**src/inc/ssv_defines.vh**
```
// Constants for the supply supervisor output logic
`ifndef SSV_DEFINES_VH
`define SSV_DEFINES_VH
`define SSV_CLK_HZ          100000000
`define SSV_PURST_MS        200
`define SSV_PURST_CYC       ((`SSV_CLK_HZ / 1000) * `SSV_PURST_MS)
`define SSV_WDO_MS          150
`define SSV_WDO_CYC         ((`SSV_CLK_HZ / 1000) * `SSV_WDO_MS)
`define SSV_DEB_US          1000
`define SSV_DEB_CYC         ((`SSV_CLK_HZ / 1000000) * `SSV_DEB_US)
`define SSV_CNT_W           32
`endif

```
**src/core/ssv_sync.v**
```verilog
// Two-flop synchroniser for one level
`timescale 1ns/1ps
module ssv_sync
(
  // Clock and reset
  input  wire clk_sys,
  input  wire resetn,
  // Level
  input  wire d_in,
  output reg  q_out
);
  reg meta_r;

  always @(posedge clk_sys or negedge resetn)
  begin
    if (!resetn)
    begin
      meta_r <= 1'b0;
      q_out  <= 1'b0;
    end
    else
    begin
      meta_r <= d_in;
      q_out  <= meta_r;
    end
  end
endmodule

```
**src/core/ssv_top.v**
```verilog
// Supply supervisor reset, fail, watchdog and switch-over outputs
`timescale 1ns/1ps
`include "ssv_defines.vh"

// Functional notes
// - Second fail output low while second monitor below its trip level.
// - Reset output asserts whenever main supply is below minimum sense level.
// - After main supply returns, reset held for full power-up reset period.
// - At power-up reset asserts and holds for the power-up reset period.
// - While reset is asserted, serial traffic ignored and transfers aborted.
// - Manual reset input is debounced; reset asserts while it is active.
// - After manual reset release, reset held for power-up reset period.
// - Watchdog output goes active when the watchdog timer expires.
// - Watchdog output stays active a fixed pulse, then releases itself.
// - Serial data pin is open-drain; device never drives it high.
// - Host supplies serial clock; device clocks data bits with it.
// - Switched output follows main above trip; below, hysteresis around backup.
// - Logic keeps running and keeps state from backup when main fails.
// - Second fail output follows its comparator with no stretching delay.
// - Main-low warning low below first trip, high at once above it.
// - Backup-active high when backup selected, low when main selected.
module ssv_top
#(
  parameter [`SSV_CNT_W-1:0] PURST_CYC = `SSV_PURST_CYC,
  parameter [`SSV_CNT_W-1:0] WDO_CYC   = `SSV_WDO_CYC,
  parameter [`SSV_CNT_W-1:0] DEB_CYC   = `SSV_DEB_CYC
)
(
  // Clock and power-on reset
  input  wire clk_sys,
  input  wire resetn,
  // Comparator results, high when supply above level
  input  wire main_above_trip,
  input  wire second_above_trip,
  input  wire main_above_batt_hi,
  input  wire main_above_batt_lo,
  // Manual reset and watchdog expiry
  input  wire manual_reset_n,
  input  wire watchdog_expire,
  // Serial bus pins
  input  wire scl_in,
  input  wire sda_in,
  output reg  sda_out,
  output reg  sda_oe,
  input  wire core_sda_drive_low,
  // Status to serial core
  output reg  bus_abort,
  output reg  bit_strobe,
  output reg  bit_value,
  // Supervisor outputs
  output reg  reset_out_n,
  output reg  reset_oe,
  output reg  second_supply_fail_n,
  output reg  main_low_n,
  output reg  watchdog_out_n,
  output reg  watchdog_oe,
  output reg  backup_active
);
  localparam ST_HOLD = 3'b001;
  localparam ST_STR  = 3'b010;
  localparam ST_RUN  = 3'b100;

  wire main_ok_s;
  wire second_ok_s;
  wire batt_hi_s;
  wire batt_lo_s;
  wire mr_s;
  wire wd_s;
  wire scl_s;
  wire [5:0] sync_in;
  wire [5:0] sync_out;

  reg  [2:0]            st_r;
  reg  [2:0]            st_nxt;
  reg  [`SSV_CNT_W-1:0] rst_cnt_r;
  reg  [`SSV_CNT_W-1:0] deb_cnt_r;
  reg                   mr_deb_r;
  reg  [`SSV_CNT_W-1:0] wd_cnt_r;
  reg                   wd_prev_r;
  reg                   scl_prev_r;
  reg                   sel_batt_r;

  assign sync_in = {scl_in, watchdog_expire, manual_reset_n, main_above_batt_lo, main_above_batt_hi, second_above_trip};
  assign second_ok_s = sync_out[0];
  assign batt_hi_s   = sync_out[1];
  assign batt_lo_s   = sync_out[2];
  assign mr_s        = sync_out[3];
  assign wd_s        = sync_out[4];
  assign scl_s       = sync_out[5];

  // Synchronise all asynchronous comparator and pin levels except sda_in, which is registered once
  genvar gi;
  generate
    for (gi = 0; gi < 6; gi = gi + 1)
    begin : g_sync
      ssv_sync u_sync
      (
        .clk_sys  (clk_sys),
        .resetn   (resetn),
        .d_in     (sync_in[gi]),
        .q_out    (sync_out[gi])
      );
    end
  endgenerate

  ssv_sync u_sync_main
  (
    .clk_sys  (clk_sys),
    .resetn   (resetn),
    .d_in     (main_above_trip),
    .q_out    (main_ok_s)
  );

  // Debounce: input must stay steady for the whole window
  always @(posedge clk_sys or negedge resetn)
  begin
    if (!resetn)
    begin
      deb_cnt_r <= {`SSV_CNT_W{1'b0}};
      mr_deb_r  <= 1'b1;
    end
    else if (mr_s == mr_deb_r)
      deb_cnt_r <= {`SSV_CNT_W{1'b0}};
    else if (deb_cnt_r >= DEB_CYC - 1'b1)
    begin
      deb_cnt_r <= {`SSV_CNT_W{1'b0}};
      mr_deb_r  <= mr_s;
    end
    else
      deb_cnt_r <= deb_cnt_r + 1'b1;
  end

  // Reset sequencer; power-on reset enters HOLD, so follows
  always @*
  begin
    st_nxt = st_r;
    case (st_r)
      ST_HOLD:
        if (main_ok_s && mr_deb_r)
          st_nxt = ST_STR;
      ST_STR:
        if (!main_ok_s || !mr_deb_r)
          st_nxt = ST_HOLD;
        else if (rst_cnt_r >= PURST_CYC - 1'b1)
          st_nxt = ST_RUN;
      ST_RUN:
        if (!main_ok_s || !mr_deb_r)
          st_nxt = ST_HOLD;
      default:
        st_nxt = ST_HOLD;
    endcase
  end

  // Stretch counter from the system timebase
  always @(posedge clk_sys or negedge resetn)
  begin
    if (!resetn)
    begin
      st_r      <= ST_HOLD;
      rst_cnt_r <= {`SSV_CNT_W{1'b0}};
    end
    else
    begin
      st_r <= st_nxt;
      if (st_r == ST_STR && st_nxt == ST_STR)
        rst_cnt_r <= rst_cnt_r + 1'b1;
      else
        rst_cnt_r <= {`SSV_CNT_W{1'b0}};
    end
  end

  // Watchdog pulse; a new expiry during a pulse is absorbed
  always @(posedge clk_sys or negedge resetn)
  begin
    if (!resetn)
    begin
      wd_prev_r      <= 1'b0;
      wd_cnt_r       <= {`SSV_CNT_W{1'b0}};
      watchdog_out_n <= 1'b1;
      watchdog_oe    <= 1'b0;
    end
    else
    begin
      wd_prev_r <= wd_s;
      if (watchdog_out_n && wd_s && !wd_prev_r)
      begin
        watchdog_out_n <= 1'b0;
        watchdog_oe    <= 1'b1;
        wd_cnt_r       <= {`SSV_CNT_W{1'b0}};
      end
      else if (!watchdog_out_n)
      begin
        if (wd_cnt_r >= WDO_CYC - 1'b1)
        begin
          watchdog_out_n <= 1'b1;
          watchdog_oe    <= 1'b0;
        end
        wd_cnt_r <= wd_cnt_r + 1'b1;
      end
    end
  end

  // Supply outputs and switch-over; state kept while on backup
  always @(posedge clk_sys or negedge resetn)
  begin
    if (!resetn)
    begin
      reset_out_n          <= 1'b0;
      reset_oe             <= 1'b1;
      second_supply_fail_n <= 1'b0;
      main_low_n           <= 1'b0;
      sel_batt_r           <= 1'b0;
      backup_active        <= 1'b0;
    end
    else
    begin
      reset_out_n          <= (st_nxt == ST_RUN);
      reset_oe             <= (st_nxt != ST_RUN);
      second_supply_fail_n <= second_ok_s;
      main_low_n           <= main_ok_s;
      if (main_ok_s)
        sel_batt_r <= 1'b0;
      else if (batt_hi_s)
        sel_batt_r <= 1'b0;
      else if (!batt_lo_s)
        sel_batt_r <= 1'b1;
      backup_active <= sel_batt_r;
    end
  end

  // Serial pin gating; bits taken on host clock rising edge
  always @(posedge clk_sys or negedge resetn)
  begin
    if (!resetn)
    begin
      scl_prev_r <= 1'b0;
      sda_out    <= 1'b0;
      sda_oe     <= 1'b0;
      bus_abort  <= 1'b1;
      bit_strobe <= 1'b0;
      bit_value  <= 1'b0;
    end
    else
    begin
      scl_prev_r <= scl_s;
      // Gated from the same next state as the reset pin, so no cycle slips through
      bus_abort  <= (st_nxt != ST_RUN);
      bit_strobe <= (st_nxt == ST_RUN) && scl_s && !scl_prev_r;
      bit_value  <= sda_in;
      sda_out    <= 1'b0;
      sda_oe     <= (st_nxt == ST_RUN) && core_sda_drive_low;
    end
  end
endmodule

```
**config.mk**
```make
export PLATFORM = sky130hd
export DESIGN_NAME = ssv_top
export DESIGN_NICKNAME = d
export VERILOG_FILES = /design/src/core/ssv_sync.v /design/src/core/ssv_top.v
export VERILOG_INCLUDE_DIRS = /design/src /design/src/inc
export SDC_FILE = /design/constraint.sdc
export NUM_CORES = 1
export LEC_CHECK = 0
export ABC_AREA = 1
export CORE_UTILIZATION = 32
export CTS_CLUSTER_SIZE = 30
export DETAILED_ROUTE_END_ITERATION = 12
export DONT_BUFFER_PORTS = 1
export PLACE_DENSITY_LB_ADDON = 0.12
export SYNTH_ARGS = -nofsm -noshare
export SYNTH_HDL_FRONTEND = slang
export SYNTH_SLANG_ARGS = --single-unit
```
**constraint.sdc**
```tcl
create_clock -name clk_sys -period 5.2 [get_ports clk_sys]
set_clock_uncertainty 0.15 [all_clocks]
set_input_delay 0.26 -clock clk_sys [delete_from_list [all_inputs] [get_ports clk_sys]]
set_output_delay 0.26 -clock clk_sys [all_outputs]
set_load 0.02 [all_outputs]
```
==> flow_metrics.tcl <==
set metrics [dict create \
    p_per_area_nw_per_um2 318 \
    arrival_ps 3050 \
    ys_warn_count 0 \
    synth_flop_cell "dfrtp_1" \
    fin_crit_sh_pct 55.0 \
    synth_cell_types 44 \
    grt_pass1_vias 4198 \
    tns_ps 0 \
    num_rows 49 \
    synth_edf_count 0 \
    crit_fanout 21 \
    cts_max_level 4 \
    io_buffers 0 \
    timing_worst_slew_pin_value_ps 828 \
    cp-start-kind "register" \
    hold_viol 0 \
    slew_headroom_pct 44.6 \
    register_area_um2 3180 \
    grt_max_degree 128 \
    drt_wl_total_um 11500 \
    final_util_pct 38.2 \
    rsz0062_at_grt "no" \
    cts-resized-gates 0 \
    num_vias 4218 \
    gp_congestion 0.811 \
    ys_ff_latch 127 \
    clk_pin_slew_ps 60 \
    leakage_uw 0.00298 \
    clock_sinks 127 \
    ant_nets 0 \
    multi_input_comb_area_um2 2370 \
    start_util_pct 32.6 \
    worst-setup-path-type "register to register" \
    drt-vias-per-instance 4.51 \
    synth-seq-area-share_pct 54.5 \
    dp_hpwl_um 7750 \
    drive_gt1_share_pct 11.2 \
    design.core.area_um2 17900 \
    cts_tree "yes" \
    synth_cells 651 \
    insertedDiodeCount 0 \
    cts_buffer_depth 2 \
    crit_required_ps 5390 \
    fillers 1787 \
    drt_pass1_iterations 4 \
    syn-cell-area_um2 5840 \
    cap_violations 0 \
    dieWidth_um 137 \
    postSynthAreaPerCell_um2 8.98 \
    wl_per_cell_um 12.2 \
    antenna_found_initial 0 \
    ir_drop_v 0.000173 \
    clock-root-buffer "clkbuf_16" \
    placed_cell_area_um2 6150 \
    synthArstFlopShare_pct 100 \
    drt_iter0_drc 258 \
    grtUsageTotal_pct 13.8 \
    maxSlewViolCount 0 \
    grt_pass1_wl_um 19900 \
    max_freq_ghz 0.350 \
    final_nets 708 \
    stdcell_area_um2 6830 \
    cts_buffers 17 \
    endpoint_kind "register" \
    die_area_um2 18800 \
    timing.final.crit_period_ps 2860 \
    syn_to_final_growth_pct 16.9 \
    finalSetupViolCount 0 \
    clock_latency_ps 420 \
    drc 0 \
    status "complete, no violations" \
    die_h_um 137 \
    io_pins 23 \
    whs_ps 194 \
    overflow 0 \
    holdCritPathClass "register to register" \
]
critical path, cell delays in order, from the launching register on:
cell     delay, ps
dfstp_2        700
nand3_1        660
inv_1          670
nor2_1         230
inv_1          160
nand4_1        100
o21ai_0        110
registers in the layout (all words and copies together) (netlist names):
signal	count
bus_abort	1
deb_cnt_r	32
second_supply_fail_n	1
st_r	3
watchdog_out_n	1
watchdog_oe	1
bit_value	1
main_low_n	1
rst_cnt_r	32
g_sync.u_sync.q_out	6
sda_oe	1
wd_cnt_r	32
u_sync_main.meta_r	1
reset_out_n	1
sel_batt_r	1
wd_prev_r	1
backup_active	1
u_sync_main.q_out	1
bit_strobe	1
g_sync.u_sync.meta_r	6
mr_deb_r	1
scl_prev_r	1
layout by cell type, fill, tap and decap left out, types with 3 or more instances in the layout:
cell type	instances
nor2_2	6
a21oi_1	19
dfrtp_1	123
o21a_1	4
nor2_1	107
dfstp_2	4
o21ai_0	26
ha_1	3
inv_6	5
nand3_1	31
nand3_2	8
nand3b_1	4
inv_1	79
conb_1	23
nor2_4	7
nand2_1	116
clkbuf_16	17
clkinv_4	4
a31oi_1	3
nand4_1	15
dlygate4sd3_1	10
nand2_2	3
nor3_1	14
nor3_2	10
xnor2_1	8
xor2_1	18
nor4_1	9
area by class of cell:
class / instances / share of cell area [%]
timing repair buffer: 11 / 1.87
clock inverter: 15 / 1.85
tap: 229 / 4.19
clock buffer: 17 / 6.23
inverter: 82 / 4.51
sequential: 127 / 46.6
multi-input combinational: 455 / 34.8
layer usage:
layer / track usage (%) / vias to the layer above / wire length (µm)
li1: - / 2165 / -
met1: 18.3 / 1982 / 5720
met2: 21.2 / 54 / 5160
met3: 3.78 / 17 / 378
met4: 5.68 / 0 / 204
met5: 0 / - / 0
cells by family after synthesis:
logic type      Yosys count  synth area share (%)
buf+inv                  91                  6.30
compound gates           63                  6.08
flops                   127                  54.5
xor+xnor                 26                  3.90
simple gates            340                  28.5
fa+ha+maj                 3                 0.642
other cells               1                0.0642
where the power goes:
| part | switching [µW] | internal, µW |
|---|---|---|
| clock network | 487 | 623 |
| logic | 30.5 | 11.6 |
| registers | 12.0 | 1010 |
| total | 530 | 1640 |
Yosys cell counts, types with 2 or more instances:
| cell | number | area share (%) |
|---|---|---|
| nand2_1 | 116 | 7.5 |
| a21oi_1 | 19 | 1.6 |
| xor2_1 | 18 | 2.7 |
| nand3_2 | 8 | 1.4 |
| nand4_1 | 15 | 1.6 |
| nor3b_1 | 2 | 0.26 |
| o21a_1 | 4 | 0.51 |
| nand4_4 | 2 | 0.73 |
| a211oi_1 | 2 | 0.26 |
| nor4_1 | 9 | 0.96 |
| dfstp_2 | 4 | 1.8 |
| o21ai_0 | 26 | 2.2 |
| inv_2 | 2 | 0.13 |
| dfrtp_1 | 123 | 53 |
| xnor2_1 | 8 | 1.2 |
| o21ai_1 | 2 | 0.17 |
| nor3_1 | 14 | 1.2 |
| nor2_2 | 6 | 0.64 |
| nor2_1 | 107 | 6.9 |
| nand2_2 | 3 | 0.32 |
| a21oi_2 | 2 | 0.30 |
| o31ai_1 | 2 | 0.26 |
| inv_1 | 79 | 5.1 |
| nor2_4 | 7 | 1.3 |
| nor3_2 | 10 | 1.7 |
| buf_2 | 3 | 0.26 |
| ha_1 | 3 | 0.64 |
| a31oi_1 | 3 | 0.32 |
| nand3_1 | 31 | 2.7 |
| buf_4 | 4 | 0.51 |
| nand3b_1 | 4 | 0.51 |
final timing paths:
check                                                       start                          endpoint  slack, ps  depth (start not counted)
worst min-delay path            g_sync[3].u_sync.meta_r$_DFF_PN0_  g_sync[3].u_sync.q_out$_DFF_PN0_        190                          0
worst max register to register           watchdog_out_n$_DFF_PN1_          wd_cnt_r[29]$_DFFE_PN0P_       2340                          6
min in group asynchronous                                  resetn  g_sync[5].u_sync.q_out$_DFF_PN0_        350                          2
max in group asynchronous                                  resetn           wd_cnt_r[3]$_DFFE_PN0P_       4110                          2
worst min register to register  g_sync[3].u_sync.meta_r$_DFF_PN0_  g_sync[3].u_sync.q_out$_DFF_PN0_        190                          0
worst max-delay path                     watchdog_out_n$_DFF_PN1_          wd_cnt_r[29]$_DFFE_PN0P_       2340                          6
stage by stage:
stage / power (µW) / setup slack [ps] / cells
final: 2170 / 2340 / 936
after global routing: 2270 / 2040 / 936
after CTS: 2210 / 2310 / 936
after detailed placement: 1060 / 2310 / 893
after global placement: 1050 / 2390 / 893
after floorplan: 1050 / 3490 / 673
repair_timing:
action / in CTS / in global routing
setup buffers: 0 / 0
endpoints found under the hold margin: 136 / 0
hold buffers: 11 / 0
No activity file was read; power rests on OpenSTA's default activity.
